--- src/common/irc_pkg.sv ---
// How it works
// - Two pins plus timer, converter, time-base sources
// - Edge bits 3:2 select pin B trigger
// - Edge bits 1:0 select pin A trigger
// - Edge register bits 7:4 read zero
// - Primary bit 0 is global enable
// - Primary bits 6,5 hold group flags
// - Primary bit 4 pin A flag, bit 1 enable
// - Primary bits 3,2 hold group enables
// - Primary bit 7 reads zero
// - Secondary bit 6 pin B flag, bit 2 enable
// - Secondary bits 5,4 time-base flags, 1,0 enables
// - Flag one means pending; enable one permits
// - Group sources: match flags 5,4, enables 1,0
// - Group flag set by enabled source flag
// - Service clears flag and global enable
// - Any newly set source flag raises wake request for one cycle
package irc_pkg;
   // ----------------------------------------
   // Register map
   // ----------------------------------------
   localparam logic [7:0] IRC_OFF_EDGE = 8'h00;
   localparam logic [7:0] IRC_OFF_PRI = 8'h04;
   localparam logic [7:0] IRC_OFF_SEC = 8'h08;
   localparam logic [7:0] IRC_OFF_GRPA = 8'h0C;
   localparam logic [7:0] IRC_OFF_GRPB = 8'h10;
   localparam logic [7:0] IRC_OFF_EVT = 8'h14;
   localparam logic [7:0] IRC_OFF_MASK = 8'h18;
   localparam logic [7:0] IRC_RESET_VAL = 8'h00;
   localparam logic [7:0] IRC_EDGE_MASK = 8'h0F;
   localparam logic [7:0] IRC_PRI_MASK = 8'h7F;
   localparam logic [7:0] IRC_GRP_MASK = 8'h33;
   // ----------------------------------------
   // Field positions
   // ----------------------------------------
   localparam int IRC_GLOBAL_EN = 0;
   localparam int IRC_PIN_A_EN = 1;
   localparam int IRC_GRP_A_EN = 2;
   localparam int IRC_GRP_B_EN = 3;
   localparam int IRC_PIN_A_FLAG = 4;
   localparam int IRC_GRP_A_FLAG = 5;
   localparam int IRC_GRP_B_FLAG = 6;
   localparam int IRC_TB_A_EN = 0;
   localparam int IRC_TB_B_EN = 1;
   localparam int IRC_PIN_B_EN = 2;
   localparam int IRC_CONV_EN = 3;
   localparam int IRC_TB_A_FLAG = 4;
   localparam int IRC_TB_B_FLAG = 5;
   localparam int IRC_PIN_B_FLAG = 6;
   localparam int IRC_CONV_FLAG = 7;
   localparam int IRC_MATCH_P_EN = 0;
   localparam int IRC_MATCH_A_EN = 1;
   localparam int IRC_MATCH_P_FLAG = 4;
   localparam int IRC_MATCH_A_FLAG = 5;
   localparam int IRC_FLAG_OFS = 4;
   localparam int IRC_EDGE_A_LO = 0;
   localparam int IRC_EDGE_B_LO = 2;
   // Source index: 0 pin A, 1 pin B, 2 conv, 3 tb A, 4 tb B, 5 grp A, 6 grp B
   localparam int IRC_NSRC = 7;
   localparam logic [2:0] IRC_SRC_NONE = 3'h7;
   typedef enum logic [1:0] {
      IRC_EDGE_OFF = 2'h0,
      IRC_EDGE_RISE = 2'h1,
      IRC_EDGE_FALL = 2'h2,
      IRC_EDGE_BOTH = 2'h3
   } irc_edge_t;
   typedef enum logic [2:0] {
      IRC_B_IDLE = 3'h1,
      IRC_B_WRESP = 3'h2,
      IRC_B_RRESP = 3'h4
   } irc_bus_st_t;
   typedef struct packed {
      logic pin_a;
      logic pin_b;
   } irc_pins_t;
   typedef struct packed {
      logic conv_done;
      logic tb_a;
      logic tb_b;
      logic tmr_s_match_a;
      logic tmr_s_match_p;
      logic tmr_p_match_a;
      logic tmr_p_match_p;
   } irc_events_t;
endpackage

--- src/core/irc_top.sv ---
// The address map and register access over AXI4-Lite were chosen for this implementation.
`timescale 1ns/1ns
`default_nettype none
module irc_top (
   input wire logic aclk,
   input wire logic aresetn,
   input wire logic [7:0] s_axi_awaddr,
   input wire logic s_axi_awvalid,
   output logic s_axi_awready,
   input wire logic [31:0] s_axi_wdata,
   input wire logic [3:0] s_axi_wstrb,
   input wire logic s_axi_wvalid,
   output logic s_axi_wready,
   output logic [1:0] s_axi_bresp,
   output logic s_axi_bvalid,
   input wire logic s_axi_bready,
   input wire logic [7:0] s_axi_araddr,
   input wire logic s_axi_arvalid,
   output logic s_axi_arready,
   output logic [31:0] s_axi_rdata,
   output logic [1:0] s_axi_rresp,
   output logic s_axi_rvalid,
   input wire logic s_axi_rready,
   input wire irc_pkg::irc_pins_t ext_pins,
   input wire irc_pkg::irc_events_t events,
   input wire logic service_ack,
   input wire logic [2:0] service_src,
   output logic irq_request,
   output logic [2:0] irq_source,
   output logic wake_request,
   output logic irq
);
   typedef struct packed {
      irc_pkg::irc_bus_st_t bst;
      logic [31:0] rdata;
      logic [1:0] resp;
      logic [7:0] edge_sel;
      logic [7:0] pri;
      logic [7:0] sec;
      logic [7:0] grp_a;
      logic [7:0] grp_b;
      logic [6:0] evt;
      logic [6:0] mask;
      logic [6:0] flags_prev;
      logic wake;
   } irc_top_st_t;
   irc_top_st_t q, d;
   logic hit_a, hit_b;
   logic [6:0] flags, en, pend, hw_set;
   logic wr_go, rd_go;
   logic [2:0] pick;
   // ----------------------------------------
   // Pin edge detection
   // ----------------------------------------
   irc_edge_det u_edge_a (
      .aclk(aclk),
      .aresetn(aresetn),
      .pin(ext_pins.pin_a),
      .mode(q.edge_sel[irc_pkg::IRC_EDGE_A_LO +: 2]),
      .hit(hit_a)
   );
   irc_edge_det u_edge_b (
      .aclk(aclk),
      .aresetn(aresetn),
      .pin(ext_pins.pin_b),
      .mode(q.edge_sel[irc_pkg::IRC_EDGE_B_LO +: 2]),
      .hit(hit_b)
   );
   // ----------------------------------------
   // Flag and enable views
   // ----------------------------------------
   assign flags = {q.pri[irc_pkg::IRC_GRP_B_FLAG], q.pri[irc_pkg::IRC_GRP_A_FLAG], q.sec[irc_pkg::IRC_TB_B_FLAG],
                   q.sec[irc_pkg::IRC_TB_A_FLAG], q.sec[irc_pkg::IRC_CONV_FLAG], q.sec[irc_pkg::IRC_PIN_B_FLAG],
                   q.pri[irc_pkg::IRC_PIN_A_FLAG]};
   assign en = {q.pri[irc_pkg::IRC_GRP_B_EN], q.pri[irc_pkg::IRC_GRP_A_EN], q.sec[irc_pkg::IRC_TB_B_EN],
                q.sec[irc_pkg::IRC_TB_A_EN], q.sec[irc_pkg::IRC_CONV_EN], q.sec[irc_pkg::IRC_PIN_B_EN],
                q.pri[irc_pkg::IRC_PIN_A_EN]};
   assign pend = flags & en & {irc_pkg::IRC_NSRC{q.pri[irc_pkg::IRC_GLOBAL_EN]}};
   // Lowest index has priority
   always_comb begin
      pick = irc_pkg::IRC_SRC_NONE;
      for (int i = irc_pkg::IRC_NSRC - 1; i >= 0; i--) begin
         if (pend[i]) begin
            pick = 3'(i);
         end
      end
   end
   assign irq_request = |pend;
   assign irq_source = pick;
   assign wake_request = q.wake;
   assign irq = |(q.evt & q.mask);
   // ----------------------------------------
   // Bus handshake
   // ----------------------------------------
   assign wr_go = (q.bst == irc_pkg::IRC_B_IDLE) && s_axi_awvalid && s_axi_wvalid;
   assign rd_go = (q.bst == irc_pkg::IRC_B_IDLE) && s_axi_arvalid && !wr_go;
   assign s_axi_awready = wr_go;
   assign s_axi_wready = wr_go;
   assign s_axi_arready = rd_go;
   assign s_axi_bvalid = (q.bst == irc_pkg::IRC_B_WRESP);
   assign s_axi_rvalid = (q.bst == irc_pkg::IRC_B_RRESP);
   assign s_axi_bresp = q.resp;
   assign s_axi_rresp = q.resp;
   assign s_axi_rdata = q.rdata;
   // ----------------------------------------
   // Next state
   // ----------------------------------------
   always_comb begin
      d = q;
      hw_set = '0;
      // Hardware sets
      hw_set[0] = hit_a;
      hw_set[1] = hit_b;
      hw_set[2] = events.conv_done;
      hw_set[3] = events.tb_a;
      hw_set[4] = events.tb_b;
      if (events.tmr_s_match_a) d.grp_a[irc_pkg::IRC_MATCH_A_FLAG] = 1'b1;
      if (events.tmr_s_match_p) d.grp_a[irc_pkg::IRC_MATCH_P_FLAG] = 1'b1;
      if (events.tmr_p_match_a) d.grp_b[irc_pkg::IRC_MATCH_A_FLAG] = 1'b1;
      if (events.tmr_p_match_p) d.grp_b[irc_pkg::IRC_MATCH_P_FLAG] = 1'b1;
      hw_set[5] = |(q.grp_a[irc_pkg::IRC_FLAG_OFS +: 2] & q.grp_a[1:0]);
      hw_set[6] = |(q.grp_b[irc_pkg::IRC_FLAG_OFS +: 2] & q.grp_b[1:0]);
      // Servicing clears flag and global enable
      if (service_ack) begin
         d.pri[irc_pkg::IRC_GLOBAL_EN] = 1'b0;
         case (service_src)
            3'h0: d.pri[irc_pkg::IRC_PIN_A_FLAG] = 1'b0;
            3'h1: d.sec[irc_pkg::IRC_PIN_B_FLAG] = 1'b0;
            3'h2: d.sec[irc_pkg::IRC_CONV_FLAG] = 1'b0;
            3'h3: d.sec[irc_pkg::IRC_TB_A_FLAG] = 1'b0;
            3'h4: d.sec[irc_pkg::IRC_TB_B_FLAG] = 1'b0;
            3'h5: d.pri[irc_pkg::IRC_GRP_A_FLAG] = 1'b0;
            3'h6: d.pri[irc_pkg::IRC_GRP_B_FLAG] = 1'b0;
            default: d.pri = d.pri;
         endcase
      end
      // Hardware set wins over a same-cycle service clear
      if (hw_set[0]) d.pri[irc_pkg::IRC_PIN_A_FLAG] = 1'b1;
      if (hw_set[1]) d.sec[irc_pkg::IRC_PIN_B_FLAG] = 1'b1;
      if (hw_set[2]) d.sec[irc_pkg::IRC_CONV_FLAG] = 1'b1;
      if (hw_set[3]) d.sec[irc_pkg::IRC_TB_A_FLAG] = 1'b1;
      if (hw_set[4]) d.sec[irc_pkg::IRC_TB_B_FLAG] = 1'b1;
      if (hw_set[5]) d.pri[irc_pkg::IRC_GRP_A_FLAG] = 1'b1;
      if (hw_set[6]) d.pri[irc_pkg::IRC_GRP_B_FLAG] = 1'b1;
      // Wake on any newly set flag, enabled or not
      d.wake = |(flags & ~q.flags_prev);
      d.flags_prev = flags;
      d.evt = q.evt | (flags & ~q.flags_prev);
      // Bus
      case (q.bst)
         irc_pkg::IRC_B_IDLE: begin
            if (wr_go) begin
               d.bst = irc_pkg::IRC_B_WRESP;
               d.resp = 2'h0;
               if (s_axi_wstrb[0]) begin
                  if (s_axi_awaddr == irc_pkg::IRC_OFF_EDGE) begin
                     d.edge_sel = s_axi_wdata[7:0] & irc_pkg::IRC_EDGE_MASK;
                  end else if (s_axi_awaddr == irc_pkg::IRC_OFF_PRI) begin
                     d.pri = s_axi_wdata[7:0] & irc_pkg::IRC_PRI_MASK;
                  end else if (s_axi_awaddr == irc_pkg::IRC_OFF_SEC) begin
                     d.sec = s_axi_wdata[7:0];
                  end else if (s_axi_awaddr == irc_pkg::IRC_OFF_GRPA) begin
                     d.grp_a = s_axi_wdata[7:0] & irc_pkg::IRC_GRP_MASK;
                  end else if (s_axi_awaddr == irc_pkg::IRC_OFF_GRPB) begin
                     d.grp_b = s_axi_wdata[7:0] & irc_pkg::IRC_GRP_MASK;
                  end else if (s_axi_awaddr == irc_pkg::IRC_OFF_MASK) begin
                     d.mask = s_axi_wdata[6:0];
                  end else if (s_axi_awaddr != irc_pkg::IRC_OFF_EVT) begin
                     d.resp = 2'h2;
                  end
               end
            end else if (rd_go) begin
               d.bst = irc_pkg::IRC_B_RRESP;
               d.resp = 2'h0;
               d.rdata = '0;
               if (s_axi_araddr == irc_pkg::IRC_OFF_EDGE) begin
                  d.rdata[7:0] = q.edge_sel;
               end else if (s_axi_araddr == irc_pkg::IRC_OFF_PRI) begin
                  d.rdata[7:0] = q.pri;
               end else if (s_axi_araddr == irc_pkg::IRC_OFF_SEC) begin
                  d.rdata[7:0] = q.sec;
               end else if (s_axi_araddr == irc_pkg::IRC_OFF_GRPA) begin
                  d.rdata[7:0] = q.grp_a;
               end else if (s_axi_araddr == irc_pkg::IRC_OFF_GRPB) begin
                  d.rdata[7:0] = q.grp_b;
               end else if (s_axi_araddr == irc_pkg::IRC_OFF_EVT) begin
                  d.rdata[6:0] = q.evt;
                  d.evt = flags & ~q.flags_prev;
               end else if (s_axi_araddr == irc_pkg::IRC_OFF_MASK) begin
                  d.rdata[6:0] = q.mask;
               end else begin
                  d.resp = 2'h2;
               end
            end
         end
         irc_pkg::IRC_B_WRESP: begin
            if (s_axi_bready) d.bst = irc_pkg::IRC_B_IDLE;
         end
         irc_pkg::IRC_B_RRESP: begin
            if (s_axi_rready) d.bst = irc_pkg::IRC_B_IDLE;
         end
         default: d.bst = irc_pkg::IRC_B_IDLE;
      endcase
   end
   always_ff @(posedge aclk) begin
      if (!aresetn) begin
         q <= '0;
         q.bst <= irc_pkg::IRC_B_IDLE;
      end else begin
         q <= d;
      end
   end
   // ----------------------------------------
   // Checks
   // ----------------------------------------
   chk_service_clears_ge: assert property (@(posedge aclk) disable iff (!aresetn)
      service_ack && !wr_go |=> !q.pri[irc_pkg::IRC_GLOBAL_EN])
      else $error("global enable not cleared");
   chk_no_irq_disabled: assert property (@(posedge aclk) disable iff (!aresetn)
      !q.pri[irc_pkg::IRC_GLOBAL_EN] |-> !irq_request && irq_source == irc_pkg::IRC_SRC_NONE)
      else $error("request while disabled");
   chk_conv_sets: assert property (@(posedge aclk) disable iff (!aresetn)
      events.conv_done && !wr_go |=> q.sec[irc_pkg::IRC_CONV_FLAG])
      else $error("conv flag missing");
   chk_edge_reserved: assert property (@(posedge aclk) disable iff (!aresetn)
      q.edge_sel[7:4] == 4'h0)
      else $error("edge high bits set");
   chk_pri_bit7: assert property (@(posedge aclk) disable iff (!aresetn)
      !q.pri[7])
      else $error("primary bit 7 set");
   chk_grp_sets: assert property (@(posedge aclk) disable iff (!aresetn)
      hw_set[5] && !wr_go |=> q.pri[irc_pkg::IRC_GRP_A_FLAG])
      else $error("group flag missing");
   chk_grp_b_sets: assert property (@(posedge aclk) disable iff (!aresetn)
      hw_set[6] && !wr_go |=> q.pri[irc_pkg::IRC_GRP_B_FLAG])
      else $error("group b flag missing");
   chk_wake_follows: assert property (@(posedge aclk) disable iff (!aresetn)
      $rose(q.sec[irc_pkg::IRC_TB_A_FLAG]) |=> wake_request)
      else $error("no wake");
   chk_sw_wins: assert property (@(posedge aclk) disable iff (!aresetn)
      wr_go && s_axi_wstrb[0] && s_axi_awaddr == irc_pkg::IRC_OFF_SEC |=> q.sec == $past(s_axi_wdata[7:0]))
      else $error("write lost");
   chk_pri_write: assert property (@(posedge aclk) disable iff (!aresetn)
      wr_go && s_axi_wstrb[0] && s_axi_awaddr == irc_pkg::IRC_OFF_PRI
      |=> q.pri == ($past(s_axi_wdata[7:0]) & irc_pkg::IRC_PRI_MASK))
      else $error("primary write lost");
   chk_pin_edge: assert property (@(posedge aclk) disable iff (!aresetn)
      hit_a && !wr_go |=> q.pri[irc_pkg::IRC_PIN_A_FLAG])
      else $error("pin flag missing");
   chk_pin_b_edge: assert property (@(posedge aclk) disable iff (!aresetn)
      hit_b && !wr_go |=> q.sec[irc_pkg::IRC_PIN_B_FLAG])
      else $error("pin b flag missing");
   chk_tb_sets: assert property (@(posedge aclk) disable iff (!aresetn)
      events.tb_a && !wr_go |=> q.sec[irc_pkg::IRC_TB_A_FLAG])
      else $error("time base flag missing");
   chk_match_sets: assert property (@(posedge aclk) disable iff (!aresetn)
      events.tmr_p_match_p && !wr_go |=> q.grp_b[irc_pkg::IRC_MATCH_P_FLAG])
      else $error("match flag missing");
   chk_grp_reserved: assert property (@(posedge aclk) disable iff (!aresetn)
      (q.grp_a & ~irc_pkg::IRC_GRP_MASK) == 8'h00 && (q.grp_b & ~irc_pkg::IRC_GRP_MASK) == 8'h00)
      else $error("group reserved bits set");
   chk_service_clears: assert property (@(posedge aclk) disable iff (!aresetn)
      service_ack && service_src == 3'h3 && !events.tb_a && !wr_go |=> !q.sec[irc_pkg::IRC_TB_A_FLAG])
      else $error("serviced flag kept");
   chk_flags_hold: assert property (@(posedge aclk) disable iff (!aresetn)
      !wr_go && !service_ack && hw_set == 7'h00 |=> flags == $past(flags))
      else $error("flag changed without cause");
   // ----------------------------------------
   // Coverage
   // ----------------------------------------
   cov_write: cover property (@(posedge aclk) wr_go);
   cov_read: cover property (@(posedge aclk) rd_go);
   cov_service: cover property (@(posedge aclk) irq_request ##1 service_ack);
   cov_irq: cover property (@(posedge aclk) irq);
   cov_pin_edge: cover property (@(posedge aclk) hit_a || hit_b);
endmodule
`default_nettype wire

--- src/core/irc_edge_det.sv ---
`timescale 1ns/1ns
`default_nettype none
module irc_edge_det (
   input wire logic aclk,
   input wire logic aresetn,
   input wire logic pin,
   input wire logic [1:0] mode,
   output logic hit
);
   typedef struct packed {
      logic [2:0] sync;
      logic level;
   } irc_edge_st_t;
   irc_edge_st_t q, d;
   always_comb begin
      d = q;
      d.sync = {q.sync[1:0], pin};
      hit = 1'b0;
      if (q.sync[2] == q.sync[1]) begin
         d.level = q.sync[2];
         if (q.sync[2] && !q.level) begin
            hit = mode[0];
         end else if (!q.sync[2] && q.level) begin
            hit = mode[1];
         end
      end
   end
   always_ff @(posedge aclk) begin
      if (!aresetn) begin
         q <= '0;
      end else begin
         q <= d;
      end
   end
endmodule
`default_nettype wire

--- config.mk ---
export PLATFORM = sky130hd
export DESIGN_NAME = irc_top
export DESIGN_NICKNAME = d
export VERILOG_FILES = /design/src/common/irc_pkg.sv /design/src/core/irc_top.sv /design/src/core/irc_edge_det.sv
export SDC_FILE = /design/constraint.sdc
export NUM_CORES = 1
export LEC_CHECK = 0
export ABC_AREA = 1
export BUFFER_PORTS_ARGS = -buffer_cell sky130_fd_sc_hd__buf_4
export CAP_MARGIN = 20
export CORE_ASPECT_RATIO = 0.6
export CORE_MARGIN = 5
export CORE_UTILIZATION = 51
export DETAILED_ROUTE_END_ITERATION = 8
export HOLD_SLACK_MARGIN = 0.15
export MAX_ROUTING_LAYER = met4
export PLACE_DENSITY = 0.79
export SYNTH_ARGS = -nofsm -noshare
export SYNTH_HDL_FRONTEND = slang
export SYNTH_SLANG_ARGS = --single-unit
--- constraint.sdc ---
create_clock -name aclk -period 1.6 [get_ports aclk]
set_input_delay 0.32 -clock aclk [delete_from_list [all_inputs] [get_ports aclk]]
set_output_delay 0.32 -clock aclk [all_outputs]
set_load 0.05 [all_outputs]
After elaboration in Yosys (flattened, before gate mapping)
Index checks and enable logic that the tools add are counted.

cells by class
  bitwise gates (word level) = 14
  equal/unequal tests = 26
  multipliers = 0
  magnitude comparators = 0
  divide/modulo/power cells = 0
  shift operators = 0
  $add $sub $neg = 0
  mux-type cells = 87
  reductions and logical operators = 30

operator list
  operator              number
  $mux W7               20
  $mux W32              2
  $mux W46              1
  $mux W42              1
  $eq A8 B5 Y1 const B  5
  $mux W8               5
  $mux W37              1
  $mux W2               17
  $eq A8 B4 Y1 const B  4
  $and A7 B7 Y7         4
  $mux W1               25
  $mux W24              1
  $mux W3               7
  $reduce_or A7 Y1      3
  $mux W6               3
  $eq A8 B3 Y1 const B  2
  $logic_not A8 Y1      2
  $mux W14              1
  $eq A3 B3 Y1 const B  4
  $mux W11              1
  $eq A3 B2 Y1 const B  3
  $pmux W3 S3           1
  $reduce_and A9 Y1     1
  $logic_and A1 B1 Y1   8
  other kinds (20)      35

storage, ports and cells
  word-level logic and storage cells = 176
  output and inout bits = 47
  bits of input ports = 72
  memories kept = 0
  bits in writable memories = 0
  memory bits (read-only) = 0
  register bits after elaboration = 71
  bits in latches = 0

Depth between registers and ports, before layout
  depth in word-level cells = 12
  gate-level depth with buffers = 10
  gate-level depth less buffers = 9

Hierarchy
From an unflattened synthesis, not the netlist that was laid out.

unflattened totals
  cells, all modules = 522
  area total of the unflattened synthesis = 3666.0 um2

modules (own cells, without submodules)
  module        times used  seq. area each (um2)  area an instance (um2)  cells an instance
  irc_top       1           1221.2                3353.2                  480
  irc_edge_det  2           80.1                  156.4                   21

Worst setup path before layout
Ideal clock, no wire load.

  path type = flip-flop to output port
  start = register q[46] (netlist name)
  end = output port irq_request
  path slack = -659 ps
  cell stages (with the launch flop) = 6
  required time = 1280 ps
  arrival time = 1939 ps
  path buffers = 1
  path through = dfxtp_1 clkbuf_1 nand3_1 nand2_1 nor2_1 nand3b_1

between the ends
  word-level cells in the longest chain between the ends = 2

RTL lines
  element           line           text
  from (decl)       irc_top.sv:47  irc_top_st_t q, d;
  $and A7 B7 Y7     irc_top.sv:78  assign pend = flags & en & {irc_pkg::IRC_NSRC{q.pri[irc_pkg::IRC_GLOBAL_EN]}};
  $reduce_or A7 Y1  irc_top.sv:88  assign irq_request = |pend;
  to (decl)         irc_top.sv:28  output logic irq_request,

No other way between the ends.

Final worst setup path
  start = register q[8] (netlist name)
  end = output port irq

between the ends
  word-level cells in the longest chain between the ends = 2

RTL lines
  element           line           text
  $and A7 B7 Y7     irc_top.sv:91  assign irq = |(q.evt & q.mask);
  $reduce_or A7 Y1  irc_top.sv:91
  to (decl)         irc_top.sv:31  output logic irq

No other way between the ends.

==> key figures <==
Global route
  – Global-route wire length before repair: 16,800 µm
  – Grt total ovfl: 0
  – Number of global-route vias before repair: 3,349
  – Initial antenna violation count: 0
  – Largest net degree at the start of global routing: 50
  – Overall Global Routing Usage: 0.248

Floorplanning
  – Placement Rows: 23
  – Die W: 119 µm
  – Core Region: 6760 µm²
  – Die area: 8910 µm²
  – Initial core utilization: 0.533
  – Die Y: 75.1 µm
  – I/O pin count: 119

Placement
  – Area after DPL: 4120 µm²
  – Port buffer count: 65
  – Final HPWL DP: 8010 µm
  – RD Place Congestion: 0.907

Timing
  – Hold Slack: 0.166 ns
  – Final WS setup: -0.132 ns
  – Final clock skew: 0.00745 ns
  – RSZ-0062 raised after global routing: true
  – Max frequency: 577 MHz
  – Tmin final: 1.73 ns
  – Final setup violation count: 3
  – Fin. Hold Viols: 0
  – Final period util: 1.08
  – Fin. max-slew vios: 0

Clock network
  – CTS tree: yes
  – Clock Tree Buf Depth: 2
  – Hold Buf Count CTS: 0
  – Clock H-tree levels: 3
  – Clk_lat worst skew: 0.34 ns
  – Total clock sinks: 69
  – Clock buffer count from CTS: 9
  – Reg clk slew, reported paths: 0.06 ns
  – Root buffer cell: clkbuf_16

Flow run
  – MaxCap Viol Count: 0

Worst setup path
  – Crit path DAT: 1.41 ns
  – Cells along the critical path: a22o_1, a221oi_2, nand4_1, buf_6
  – Crit path buf inv count: 1
  – CP Max Fanout: 2
  – Worst Setup End Kind: output port
  – WP data required: 1.28 ns
  – CP Launch Type: register
  – Worst Setup Path Type: register to output port
  – Largest delay share family, worst path: compound AO/OA/AOI/OAI gates
  – Critical path's slowest cell: dfxtp_2
  – Worst path max stage delay: 0.32 ns

Status
  – Status: finished, violations left
  – Failing checks: setup timing

Route
  – DR pass1 iterations: 5
  – Iter 0 DRT Violations: 318
  – ANT nets after route: 0
  – Final wirelength: 10,400 µm
  – Vias: 3,578
  – Wirelength per Cell: 15.1 µm
  – Vias per cell: 5.19
  – DRC viols: 0

Synth
  – Avg Cell Area, Syn: 6.93 µm²
  – Synth warn: 0
  – Distinct cells, synth: 38
  – Sequential-to-total area share from yosys stat: 0.383
  – #FFs+latches synth: 69
  – Post-synthesis instance total: 520
  – Synthesized area: 3610 µm²

Pwr
  – Switching Fraction: 0.284
  – Gate power share: 0.170
  – Leak pwr: 2.22 nW
  – Pwr per Cell Area: 990 nW/µm²
  – Psw: 1.29 mW
  – P_int: 3.26 mW
  – Max VDD drop: 0.000815 V
  – Power share of the clock group: 0.431
  – Total Power: 4.55 mW
  – Seq pwr share: 0.400

Worst hold path
  – Worst min path class: primary input to register

Cells and area
  – Diodes inserted: 0
  – Layout cells sized above 1: 0.269
  – Final #Nets: 670
  – Fill cells: 562
  – Reg area: 1400 µm²
  – Most frequent cells in the layout: nand2_1 (91), buf_4 (84), inv_1 (60), dfxtp_1 (60), nor2_1 (59)
  – Final instance area: 4600 µm²
  – Commonest non-fill, non-tap cell in the layout: nand2_1
  – Area growth syn-to-layout: 27.5%
  – Multi-input logic area: 1790 µm²
-- path summary, 6_finish.rpt --
path	startpoint	endpoint	slack, ns	depth (start not counted)
worst min register to register	u_edge_a.d[2]	u_edge_a.d[3]	0.42	2
worst min-delay path	ext_pins[1]	u_edge_a.d[2]	0.17	3
worst max-delay path	q[8]	irq	-0.13	4
worst max register to register	q[98]	q[22]	0.10	9
-- timing repair --
item,in CTS,in global routing
pin swaps,7,2
resized for setup,29,9
endpoints found under the setup margin,6,21
cloned,0,0
setup buffers,4,5
-- flip-flops by register name (all words and copies together) (netlist names) --
register,flops
d,7
en,7
q,37
s_axi_bresp,1
s_axi_rdata,8
u_edge_a.d,2
u_edge_a.q,2
u_edge_b.d,2
u_edge_b.q,2
wake_request,1
-- stage by stage --
| step | TNS (ns) | utilization | worst slack [ns] | instances |
|---|---|---|---|---|
| 2_1_floorplan | -0.629 | - | -0.352 | 545 |
| 3_3_place_gp | 0 | 0.609 | 0.0263 | 665 |
| 3_5_place_dp | -0.0329 | 0.609 | -0.0241 | 665 |
| 4_1_cts | -0.242 | 0.670 | -0.120 | 684 |
| 5_1_grt | -0.486 | 0.680 | -0.171 | 689 |
| 6_report | -0.203 | 0.680 | -0.132 | 689 |
-- synth_stat cells --
| cell type | number | area (µm²) |
|---|---|---|
| buf_4 | 37 | 278 |
| nand2_4 | 1 | 11.3 |
| nand2_1 | 93 | 349 |
| a31oi_1 | 2 | 12.5 |
| nor3_4 | 1 | 16.3 |
| a22o_1 | 1 | 8.76 |
| a221oi_1 | 1 | 8.76 |
| a41oi_1 | 2 | 17.5 |
| clkbuf_1 | 8 | 30.0 |
| a21oi_1 | 40 | 200 |
| dfxtp_1 | 69 | 1380 |
| nor2_2 | 6 | 37.5 |
| buf_6 | 1 | 11.3 |
| nor2_8 | 1 | 20.0 |
| nand3b_1 | 1 | 7.51 |
| conb_1 | 1 | 3.75 |
| o21a_1 | 2 | 15.0 |
| nand3_1 | 38 | 190 |
| nand3_2 | 1 | 10.0 |
| o21ai_0 | 39 | 195 |
| nor3_1 | 8 | 40.0 |
| a21boi_0 | 2 | 15.0 |
| o211ai_1 | 1 | 7.51 |
| clkinv_2 | 3 | 15.0 |
| inv_2 | 8 | 30.0 |
| nor2_1 | 60 | 225 |
| nand4_1 | 9 | 56.3 |
| buf_2 | 2 | 10.0 |
| o21ai_2 | 2 | 17.5 |
| o31ai_1 | 2 | 15.0 |
| o21ai_1 | 5 | 25.0 |
| nor4_1 | 1 | 6.26 |
| nand3_4 | 2 | 35.0 |
| o221ai_1 | 1 | 8.76 |
| buf_8 | 1 | 15.0 |
| a21oi_2 | 4 | 35.0 |
| or2_2 | 2 | 12.5 |
| inv_1 | 62 | 233 |
-- layout make-up --
type	instances	area share
Timing Repair Buffer	91	0.159
Clock inverter	4	0.0106
Inverter	73	0.0615
Tap cell	87	0.0237
Multi-Input combinational cell	354	0.388
Sequential cell	69	0.304
Clock buffer	11	0.0528
-- power groups by stage --
stage	Combinational (mW)	Clock (mW)	Sequential [mW]
detailed placement	0.712	0	1.85
floorplan	0.543	0	1.85
global placement	0.702	0	1.85
global route	0.827	2.08	1.82
finish	0.772	1.96	1.82
CTS	0.733	1.98	1.82
-- worst reg2reg max path: cells and delay by family (launching register included) --
kind,cells,cell delay (ns)
simple gates,6,0.68
flops,1,0.32
buf+inv,2,0.22
compound gates,1,0.18
-- metal layers --
metal / up-vias / track usage / routed length, µm
met5: - / - / 0
met4: 0 / 0.0528 / 68
met3: 7 / 0.0826 / 1150
met2: 177 / 0.355 / 4280
met1: 1617 / 0.342 / 4890
li1: 1777 / - / -
-- cell families (layout without fill, tap and decap cells) --
logic type,count (synthesis),count (layout),synth area share
and+or+nand+nor,224,224,0.282
buffers and inverters,122,179,0.172
AOI/OAI and AO/OA,104,104,0.161
DFF,69,69,0.383
other,1,26,0.00104
(Power assumes the default switching activity.)
